<file path="src/acmp_defines.svh">
// Constants for the analog comparator control block.
// Assumes inclusion by bare name from the package and the design files.
`ifndef ACMP_DEFINES_SVH
`define ACMP_DEFINES_SVH

// Register port widths
`define ACMP_ADDR_W 4
`define ACMP_DATA_W 8

// Register offsets
`define ACMP_OFS_SC 4'h0
`define ACMP_OFS_IRQ_STATUS 4'h1
`define ACMP_OFS_IRQ_MASK 4'h2

// Status/control field positions
`define ACMP_SC_ENABLE 7
`define ACMP_SC_REF_SEL 6
`define ACMP_SC_FLAG 5
`define ACMP_SC_IRQ_EN 4
`define ACMP_SC_LEVEL 3
`define ACMP_SC_PIN_EN 2
`define ACMP_SC_MODE_HI 1
`define ACMP_SC_MODE_LO 0

// Interrupt status/mask field position
`define ACMP_IRQ_EVENT 0

// Edge mode encodings
`define ACMP_MODE_FALL0 2'h0
`define ACMP_MODE_RISE 2'h1
`define ACMP_MODE_FALL2 2'h2
`define ACMP_MODE_BOTH 2'h3

// Reset values
`define ACMP_RST_BIT 1'h0
`define ACMP_RST_MODE 2'h0
`define ACMP_RST_BYTE 8'h00
`define ACMP_RST_SYNC 3'h0

// Synchroniser stage positions
`define ACMP_SYNC_S1 0
`define ACMP_SYNC_S2 1
`define ACMP_SYNC_S3 2

`endif

</file>
<file path="src/acmp_pkg.sv">
// Types shared by the analog comparator control block.
// Assumes acmp_defines.svh is on the include path.
`include "acmp_defines.svh"

package acmp_pkg;

    // Register port request from software
    typedef struct packed {
        logic [`ACMP_ADDR_W-1:0] addr;
        logic [`ACMP_DATA_W-1:0] wdata;
        logic wr;
        logic rd;
    } reg_req_t;

    // Power and debug state of the processor
    typedef struct packed {
        logic wait_mode;
        logic stop2_mode;
        logic stop3_mode;
        logic debug_active;
    } power_mode_t;

    // Controls toward the analog comparator cell
    typedef struct packed {
        logic power_on;
        logic plus_from_pin;
        logic plus_from_bandgap;
        logic minus_from_pin;
    } analog_ctl_t;

    // Digital output pin of the comparator
    typedef struct packed {
        logic value;
        logic oe;
    } pin_out_t;

    // Synchroniser state
    typedef struct packed {
        logic [2:0] stage;
        logic level;
    } sync_state_t;

    // Whole state of the control block
    typedef struct packed {
        logic enable;
        logic ref_sel;
        logic flag;
        logic irq_en;
        logic pin_en;
        logic [1:0] edge_mode;
        logic armed;
        logic prev_level;
        logic pin_value;
        logic pin_oe;
        logic evt_status;
        logic evt_mask;
        logic [`ACMP_DATA_W-1:0] rdata;
    } acmp_state_t;

endpackage : acmp_pkg

</file>
<file path="src/acmp_sync3.sv">
// Three-stage synchroniser with agreement filter for one level.
// Assumes the input is asynchronous to clk.
`include "acmp_defines.svh"

module acmp_sync3 (
    // Clock and reset
    input wire logic clk,
    input wire logic rst,
    // Asynchronous level and its filtered copy
    input wire logic async_in,
    output logic level
);
    import acmp_pkg::*;

    sync_state_t state_ff;
    sync_state_t nxt_state;

    always_comb
    begin
        nxt_state = state_ff;
        nxt_state.stage = {state_ff.stage[`ACMP_SYNC_S2:`ACMP_SYNC_S1], async_in};
        // Change counts once the second and third stages agree
        if (state_ff.stage[`ACMP_SYNC_S2] == state_ff.stage[`ACMP_SYNC_S3])
        begin
            nxt_state.level = state_ff.stage[`ACMP_SYNC_S3];
        end
    end

    always_ff @(posedge clk or posedge rst)
    begin
        if (rst)
        begin
            state_ff <= '{stage: `ACMP_RST_SYNC, level: `ACMP_RST_BIT};
        end
        else
        begin
            state_ff <= nxt_state;
        end
    end

    assign level = state_ff.level;

endmodule : acmp_sync3

</file>
<file path="src/analog_comparator_control.sv">
// Control and event logic around one analog voltage comparator.
// Assumes power mode inputs come from logic on clk; comparator result is asynchronous.
//
// Overview of operation
// - Enabled comparator keeps comparing and detecting edges during wait mode.
// - Compare event in wait raises the interrupt when interrupt enable is set.
// - Comparator inactive in every stop mode, so never a stop wake-up source.
// - Stop2 powers the block off; on wake everything is at reset values.
// - Stop3 freezes clocks and holds registers except read data and output pin, which clear; comparator low power, no compares.
// - Stop3 exit by reset resets; exit by interrupt resumes held state.
// - Block runs normally, including flag setting, in active background debug.
// - Minus pin always inverting input; plus pin non-inverting when reference_select 0.
// - Output pin enable drives comparator result on the output pin, else not.
// - Event detector triggers on rising, falling or either edge.
// - One 8-bit status/control register with the fixed field layout.
// - Flag set on each selected event; write one clears, write zero ignored.
// - Edge mode: 00 falling, 01 rising, 10 falling, 11 either edge.
// - Output level bit reads live result; reads zero while comparator disabled.
// - Interrupt asserted while flag set and interrupt enable set.
`include "acmp_defines.svh"

module analog_comparator_control (
    // Clock and reset
    input wire logic clk,
    input wire logic rst,
    // Register port
    input wire acmp_pkg::reg_req_t req,
    output logic [`ACMP_DATA_W-1:0] rdata,
    // Processor power and debug state
    input wire acmp_pkg::power_mode_t mode,
    // Analog comparator cell
    input wire logic cmp_result,
    output acmp_pkg::analog_ctl_t analog_ctl,
    // Comparator output pin
    output acmp_pkg::pin_out_t out_pin,
    // Interrupt request
    output logic irq
);
    import acmp_pkg::*;

    acmp_state_t state_ff;
    acmp_state_t nxt_state;
    acmp_state_t reset_state;

    logic live_level;
    logic stopped;
    logic active;
    logic rise;
    logic fall;
    logic event_hit;
    logic sel_sc;
    logic sel_status;
    logic sel_mask;
    logic wr_sc;
    logic wr_mask;
    logic rd_status;
    logic [`ACMP_DATA_W-1:0] sc_view;
    logic [`ACMP_DATA_W-1:0] read_mux;

    // Level lags the pin by about four clocks
    // sync comparator result
    acmp_sync3 u_sync (
        .clk(clk),
        .rst(rst),
        .async_in(cmp_result),
        .level(live_level)
    );

    assign stopped = mode.stop2_mode | mode.stop3_mode;

    assign active = state_ff.enable & ~stopped;

    assign rise = state_ff.armed & live_level & ~state_ff.prev_level;
    assign fall = state_ff.armed & ~live_level & state_ff.prev_level;

    always_comb
    begin
        event_hit = 1'h0;
        case (state_ff.edge_mode)
            `ACMP_MODE_RISE:
            begin
                event_hit = rise;
            end
            `ACMP_MODE_BOTH:
            begin
                event_hit = rise | fall;
            end
            `ACMP_MODE_FALL0,
            `ACMP_MODE_FALL2:
            begin
                event_hit = fall;
            end
            default:
            begin
                event_hit = fall;
            end
        endcase
        if (!active)
        begin
            event_hit = 1'b0;
        end
    end

    // Address decode
    assign sel_sc = (req.addr == `ACMP_OFS_SC);
    assign sel_status = (req.addr == `ACMP_OFS_IRQ_STATUS);
    assign sel_mask = (req.addr == `ACMP_OFS_IRQ_MASK);

    // Qualified strobes
    assign wr_sc = req.wr & sel_sc;
    assign wr_mask = req.wr & sel_mask;
    assign rd_status = req.rd & sel_status;

    always_comb
    begin
        sc_view = `ACMP_RST_BYTE;
        sc_view[`ACMP_SC_ENABLE] = state_ff.enable;
        sc_view[`ACMP_SC_REF_SEL] = state_ff.ref_sel;
        sc_view[`ACMP_SC_FLAG] = state_ff.flag;
        sc_view[`ACMP_SC_IRQ_EN] = state_ff.irq_en;
        sc_view[`ACMP_SC_LEVEL] = state_ff.enable & live_level;
        sc_view[`ACMP_SC_PIN_EN] = state_ff.pin_en;
        sc_view[`ACMP_SC_MODE_HI:`ACMP_SC_MODE_LO] = state_ff.edge_mode;
    end

    // Status and mask use bit 0 only
    // Read data selection; unmapped offsets read zero
    always_comb
    begin
        read_mux = `ACMP_RST_BYTE;
        if (sel_sc)
        begin
            read_mux = sc_view;
        end
        else if (sel_status)
        begin
            read_mux[`ACMP_IRQ_EVENT] = state_ff.evt_status;
        end
        else if (sel_mask)
        begin
            read_mux[`ACMP_IRQ_EVENT] = state_ff.evt_mask;
        end
    end

    // Stop2 loads these; the synchroniser keeps running
    // Reset values of the whole state
    always_comb
    begin
        reset_state = state_ff;
        reset_state.enable = `ACMP_RST_BIT;
        reset_state.ref_sel = `ACMP_RST_BIT;
        reset_state.flag = `ACMP_RST_BIT;
        reset_state.irq_en = `ACMP_RST_BIT;
        reset_state.pin_en = `ACMP_RST_BIT;
        reset_state.edge_mode = `ACMP_RST_MODE;
        reset_state.armed = `ACMP_RST_BIT;
        reset_state.prev_level = `ACMP_RST_BIT;
        reset_state.pin_value = `ACMP_RST_BIT;
        reset_state.pin_oe = `ACMP_RST_BIT;
        reset_state.evt_status = `ACMP_RST_BIT;
        reset_state.evt_mask = `ACMP_RST_BIT;
        reset_state.rdata = `ACMP_RST_BYTE;
    end

    // Next state
    always_comb
    begin
        nxt_state = state_ff;
        // Read data returns to zero outside the read slot
        nxt_state.rdata = `ACMP_RST_BYTE;

        // Read data stands one cycle after the strobe
        if (req.rd)
        begin
            nxt_state.rdata = read_mux;
        end

        // Read of the interrupt status clears it
        if (rd_status)
        begin
            nxt_state.evt_status = 1'h0;
        end

        // Software writes
        // Level bit is read only, so writes to it are ignored
        if (wr_sc)
        begin
            nxt_state.enable = req.wdata[`ACMP_SC_ENABLE];
            nxt_state.ref_sel = req.wdata[`ACMP_SC_REF_SEL];
            nxt_state.irq_en = req.wdata[`ACMP_SC_IRQ_EN];
            nxt_state.pin_en = req.wdata[`ACMP_SC_PIN_EN];
            nxt_state.edge_mode = req.wdata[`ACMP_SC_MODE_HI:`ACMP_SC_MODE_LO];
            if (req.wdata[`ACMP_SC_FLAG])
            begin
                nxt_state.flag = 1'b0;
            end
        end
        if (wr_mask)
        begin
            nxt_state.evt_mask = req.wdata[`ACMP_IRQ_EVENT];
        end

        // Cleared while idle so enabling never compares against old data
        // track level only while enabled
        nxt_state.armed = active;
        nxt_state.prev_level = active ? live_level : 1'b0;

        if (event_hit)
        begin
            nxt_state.flag = 1'b1;
            nxt_state.evt_status = 1'b1;
        end

        // drive result only when pin enabled
        nxt_state.pin_oe = active & state_ff.pin_en;
        nxt_state.pin_value = active & state_ff.pin_en & live_level;

        // Held prev_level lets a change across stop3 show after exit
        // stop3 holds registers except read data and pin drive, which clear; clocks halted
        if (mode.stop3_mode)
        begin
            nxt_state = state_ff;
            nxt_state.rdata = `ACMP_RST_BYTE;
            nxt_state.pin_oe = 1'b0;
            nxt_state.pin_value = 1'b0;
        end

        // stop2 powers down to reset values
        if (mode.stop2_mode)
        begin
            nxt_state = reset_state;
        end
    end

    // reset during stop3 returns to reset state
    always_ff @(posedge clk or posedge rst)
    begin
        if (rst)
        begin
            state_ff.enable <= `ACMP_RST_BIT;
            state_ff.ref_sel <= `ACMP_RST_BIT;
            state_ff.flag <= `ACMP_RST_BIT;
            state_ff.irq_en <= `ACMP_RST_BIT;
            state_ff.pin_en <= `ACMP_RST_BIT;
            state_ff.edge_mode <= `ACMP_RST_MODE;
            state_ff.armed <= `ACMP_RST_BIT;
            state_ff.prev_level <= `ACMP_RST_BIT;
            state_ff.pin_value <= `ACMP_RST_BIT;
            state_ff.pin_oe <= `ACMP_RST_BIT;
            state_ff.evt_status <= `ACMP_RST_BIT;
            state_ff.evt_mask <= `ACMP_RST_BIT;
            state_ff.rdata <= `ACMP_RST_BYTE;
        end
        else
        begin
            state_ff <= nxt_state;
        end
    end

    // Analog cell controls
    always_comb
    begin
        analog_ctl.power_on = active;
        analog_ctl.minus_from_pin = 1'b1;
        analog_ctl.plus_from_pin = ~state_ff.ref_sel;
        // bandgap buffer is enabled by software elsewhere
        analog_ctl.plus_from_bandgap = state_ff.ref_sel;
    end

    assign out_pin.value = state_ff.pin_value;
    assign out_pin.oe = state_ff.pin_oe;

    assign rdata = state_ff.rdata;

    // interrupt level also wakes from wait
    always_comb
    begin
        irq = 1'h0;
        if (state_ff.flag && state_ff.irq_en)
        begin
            irq = 1'h1;
        end
        // Interrupt status and mask add a second source
        if (state_ff.evt_status && state_ff.evt_mask)
        begin
            irq = 1'h1;
        end
    end

endmodule : analog_comparator_control

</file>
<file path="config.mk">
export PLATFORM = sky130hd
export DESIGN_NAME = analog_comparator_control
export DESIGN_NICKNAME = d
export VERILOG_FILES = /design/src/acmp_pkg.sv /design/src/acmp_sync3.sv /design/src/analog_comparator_control.sv
export VERILOG_INCLUDE_DIRS = /design/src
export SDC_FILE = /design/constraint.sdc
export NUM_CORES = 1
export LEC_CHECK = 0
export ABC_CLOCK_PERIOD_IN_PS = 1950
export BUFFER_PORTS_ARGS = -buffer_cell sky130_fd_sc_hd__buf_2
export CAP_MARGIN = 20
export CORE_MARGIN = 2
export CORE_UTILIZATION = 53
export DETAILED_ROUTE_END_ITERATION = 12
export MAX_ROUTING_LAYER = met4
export PLACE_DENSITY = 0.93
export SYNTH_ARGS = -nofsm -noshare
export SYNTH_HDL_FRONTEND = slang
export SYNTH_HIERARCHICAL = 1
export SYNTH_SLANG_ARGS = --single-unit
</file>
<file path="constraint.sdc">
create_clock -name clk -period 1.95 [get_ports clk]
set_clock_uncertainty 0.2 [all_clocks]
set_input_delay 0.39 -clock clk [delete_from_list [all_inputs] [get_ports clk]]
set_output_delay 0.39 -clock clk [all_outputs]
set_load 0.01 [all_outputs]
</file>
==> flow_summary.toml <==
[run_status]
outcome = "finished, final reports clean"

[clock_tree]
clk_root_buffer_cell = "sky130_fd_sc_hd__clkbuf_4"
clock-sinks = 25
cts-htree-levels = 1
cts_inserted_buffers = 3
postCtsResizedCells = 0
clkTransAtPathRegs_ns = 0.14
insertion_delay_ns = 0.32
tritoncts = "done"
clock_tree.buffer_depth = 2

[worst_setup_path]
path_cells = "buf_2 > nor2_1 > and2_1 > buf_2"
timing_worst_setup_path_type = "in -> out"
endpoint_class_of_the_critical_path = "output port"
crit_path_max_incr_delay_ns = 0.28
timing.critical_path.to = "analog_ctl[3]"
worst-r2r-cell-count = 3
crit_cells = 4
critical_path_arrival_ns = 1.11
critical_path.top_delay_family = "simple AND/OR/NAND/NOR gates"
timing.critical_path.buf_inv = 2
timing.critical_path.fanout_max = 6
regToRegStartpoint = "u_sync/level$_DFFE_PP0N_"
critical_path.startpoint = "mode[1]"
worst_path_most_repeated_cell = "sky130_fd_sc_hd__buf_2"
cp.required_ns = 1.36
r2r_endpoint = "state_ff[9]$_DFFE_PP0P_"
worst_path_max_delay_cell = "sky130_fd_sc_hd__nor2_1"
critPathLaunchType = "input port"
worst-r2r-setup-slack_ns = 0.68

[final_layout]
flow.area_growth_from_synthesis_pct = 13.81
fraction_of_layout_instances_using_a_drive_strength_above_1 = 0.3154
fin_util = 0.6528
fin_area_um2 = 1320
finish.cell_count_without_fillers = 157
insertedDiodeCount = 0
finish.net_count = 152

[synth]
synth_enable_flop_cells = 0
postSynthCellCount = 104
dominantRegCellSynth = "sky130_fd_sc_hd__dfrtp_1"
cell_taking_the_most_area_after_synthesis = "sky130_fd_sc_hd__dfrtp_1"
synth.top_cells.by_count = "sky130_fd_sc_hd__dfrtp_1 (25), sky130_fd_sc_hd__buf_4 (14), sky130_fd_sc_hd__nand2b_1 (9), sky130_fd_sc_hd__and2_1 (8), sky130_fd_sc_hd__inv_1 (7)"
library_cell_with_the_highest_instance_count_after_synthesis = "sky130_fd_sc_hd__dfrtp_1"
ys_ff_latch = 25
synth.avg_cell_area_um2 = 11.15
synthesis.nets = 125
asyncSetResetFlopFracSynth = 1.000
syn-cell-area_um2 = 1160
yosys-top-cells-area = "sky130_fd_sc_hd__dfrtp_1 (54%), sky130_fd_sc_hd__buf_4 (9.1%), sky130_fd_sc_hd__nand2b_1 (4.9%)"
synth_warnings = 6
seq_area_frac_synth = 0.5394
synth.distinct_cells = 29
yosysTopAreaCellShare = 0.5394

[drt]
drt_first_iter_violations = 26
drt-pass1-iter-count = 4
via_count_of_the_routed_design = 852
post_drt_via_cell_ratio = 5.427
drc_errors = 0
detail_route.wl_per_cell_um = 14.50
postRouteAntennaNets = 0
finalWirelength_um = 2277

[flow_run]
max_cap_violations = 0

[sta]
min_period_ns = 1.696
grt_setup_unrepaired = "no"
setup_tns_ns = 0
relSlewSlack = 0.6554
slew_violations = 0
final_hold_viol_count = 0
achievable-frequency_ghz = 0.5897
setup_viol_count_final = 0
worst_slew_pin_slew_ns = 0.5122
final_min_period_over_clock_period = 0.8697

[global_routing]
grt_usage = 0.2083
grt_pass1_vias = 855
pin_count_of_the_biggest_net_entering_global_routing = 22
antenna_found_initial = 0
grt_pass1_wl_um = 3760
globalRoute.totalOverflow = 0

[floorplan]
floorplan.core_area_um2 = 2022
initial_utilization = 0.5736
total_die_area_um2 = 2579
boundaryPins = 36
core.rowCount = 16
chipHeight_um = 50.78
floorplan.die.width_um = 50.78

[power]
powerDensity_nw_per_um2 = 634.6
post-layout-total-power_uw = 837.7
peakVddDrop_uv = 376.6
cellLeakagePower_nw = 0.6769

[placement]
placedCellCount = 151
detailed_place.area_um2 = 1270
numPortBuffers = 31
hpwl_um = 1613
place.gp.congestion = 0.7658

[worst_hold_path]
hold_class = "in -> reg"
## per-stage QoR
step	hold WS [ns]	worst slack, ns
6_report	0.1179	0.2542
5_1_grt	0.1354	0.1921
4_1_cts	0.1169	0.2624
3_5_place_dp	0.08650	0.2090
3_3_place_gp	0.07663	0.2549
2_1_floorplan	-0.04392	0.4450
## power by group
group	internal (mW)	switching (mW)	total [mW]
combinational	0.0318	0.0407	0.0726
clock	0.0784	0.156	0.234
sequential	0.525	0.00621	0.531
## state kept, by name, indices dropped and copies added (netlist names)
| signal | flops |
|---|---|
| rdata | 8 |
| analog_ctl | 1 |
| u_sync/state_ff | 1 |
| state_ff | 4 |
| u_sync/nxt_state | 2 |
| u_sync/level | 1 |
| out_pin | 2 |
| sc_view | 6 |
## kinds of logic (layout without fill, tap and decap cells)
family | Yosys count | after routing | share of synthesized area
and+or+nand+nor | 37 | 37 | 0.2179
DFF | 25 | 25 | 0.5394
buffers and inverters | 22 | 48 | 0.1165
AOI/OAI and AO/OA | 15 | 15 | 0.08739
muxes | 3 | 3 | 0.02589
adders and majority gates | 1 | 1 | 0.009708
other | 1 | 1 | 0.003233
## worst min-delay path: cells and delay by family
family / cells / cell delay, ns
buffers and inverters: 1 / 0.08
AOI/OAI and AO/OA: 1 / 0.07
and+or+nand+nor: 1 / 0.08
## worst min path at each step
stage                 from  cells after the start                             to  slack [ns]
global placement       rst                      2  u_sync/nxt_state[2]$_DFF_PP0_        0.08
detailed placement     rst                      2   u_sync/state_ff[3]$_DFF_PP0_        0.09
floorplan              rst                      1       u_sync/level$_DFFE_PP0N_       -0.04
CTS                 req[8]                      3      analog_ctl[1]$_DFFE_PP0P_        0.12
finish              req[8]                      3      analog_ctl[1]$_DFFE_PP0P_        0.12
global route        req[8]                      3      analog_ctl[1]$_DFFE_PP0P_        0.14
## repair_timing
action / CTS / global route
hold buffers: 2 / 0
endpoints found under the hold margin: 26 / 0
setup buffers: 0 / 0
## per-layer routing
| metal | routed length [um] | global-route usage |
|---|---|---|
| met5 | 0 | - |
| met2 | 1114 | 0.3333 |
| met1 | 863 | 0.2222 |
| met3 | 183 | 0.05655 |
| met4 | 116 | 0.1486 |
## placed cells by master (no fill, tap or decap), drive strengths merged
cell type,count
a211oi,1
a21boi,1
a21oi,1
a22o,1
a311o,1
a31oi,1
a41o,1
and2,9
and3,3
and3b,1
buf,35
clkbuf,3
clkinvlp,1
conb,1
dfrtp,25
dlygate4sd3,2
inv,7
maj3,1
mux2i,3
nand2,1
nand2b,9
nand3,1
nand3b,2
nand4b,5
nor2,4
nor4,1
nor4b,1
o2111ai,1
o21ai,6
o31ai,1
## cell type report
| cell class | instances | area (um^2) |
|---|---|---|
| flip-flops and latches | 25 | 625.6 |
| well taps | 27 | 33.78 |
| repair buffers | 37 | 205.2 |
| multi-input cells | 57 | 399.1 |
| clock inverters | 1 | 7.507 |
| clock buffers | 3 | 22.52 |
| fillers | 158 | 701.9 |
| inverters | 7 | 26.28 |
Power figures use the tool's default switching activity.
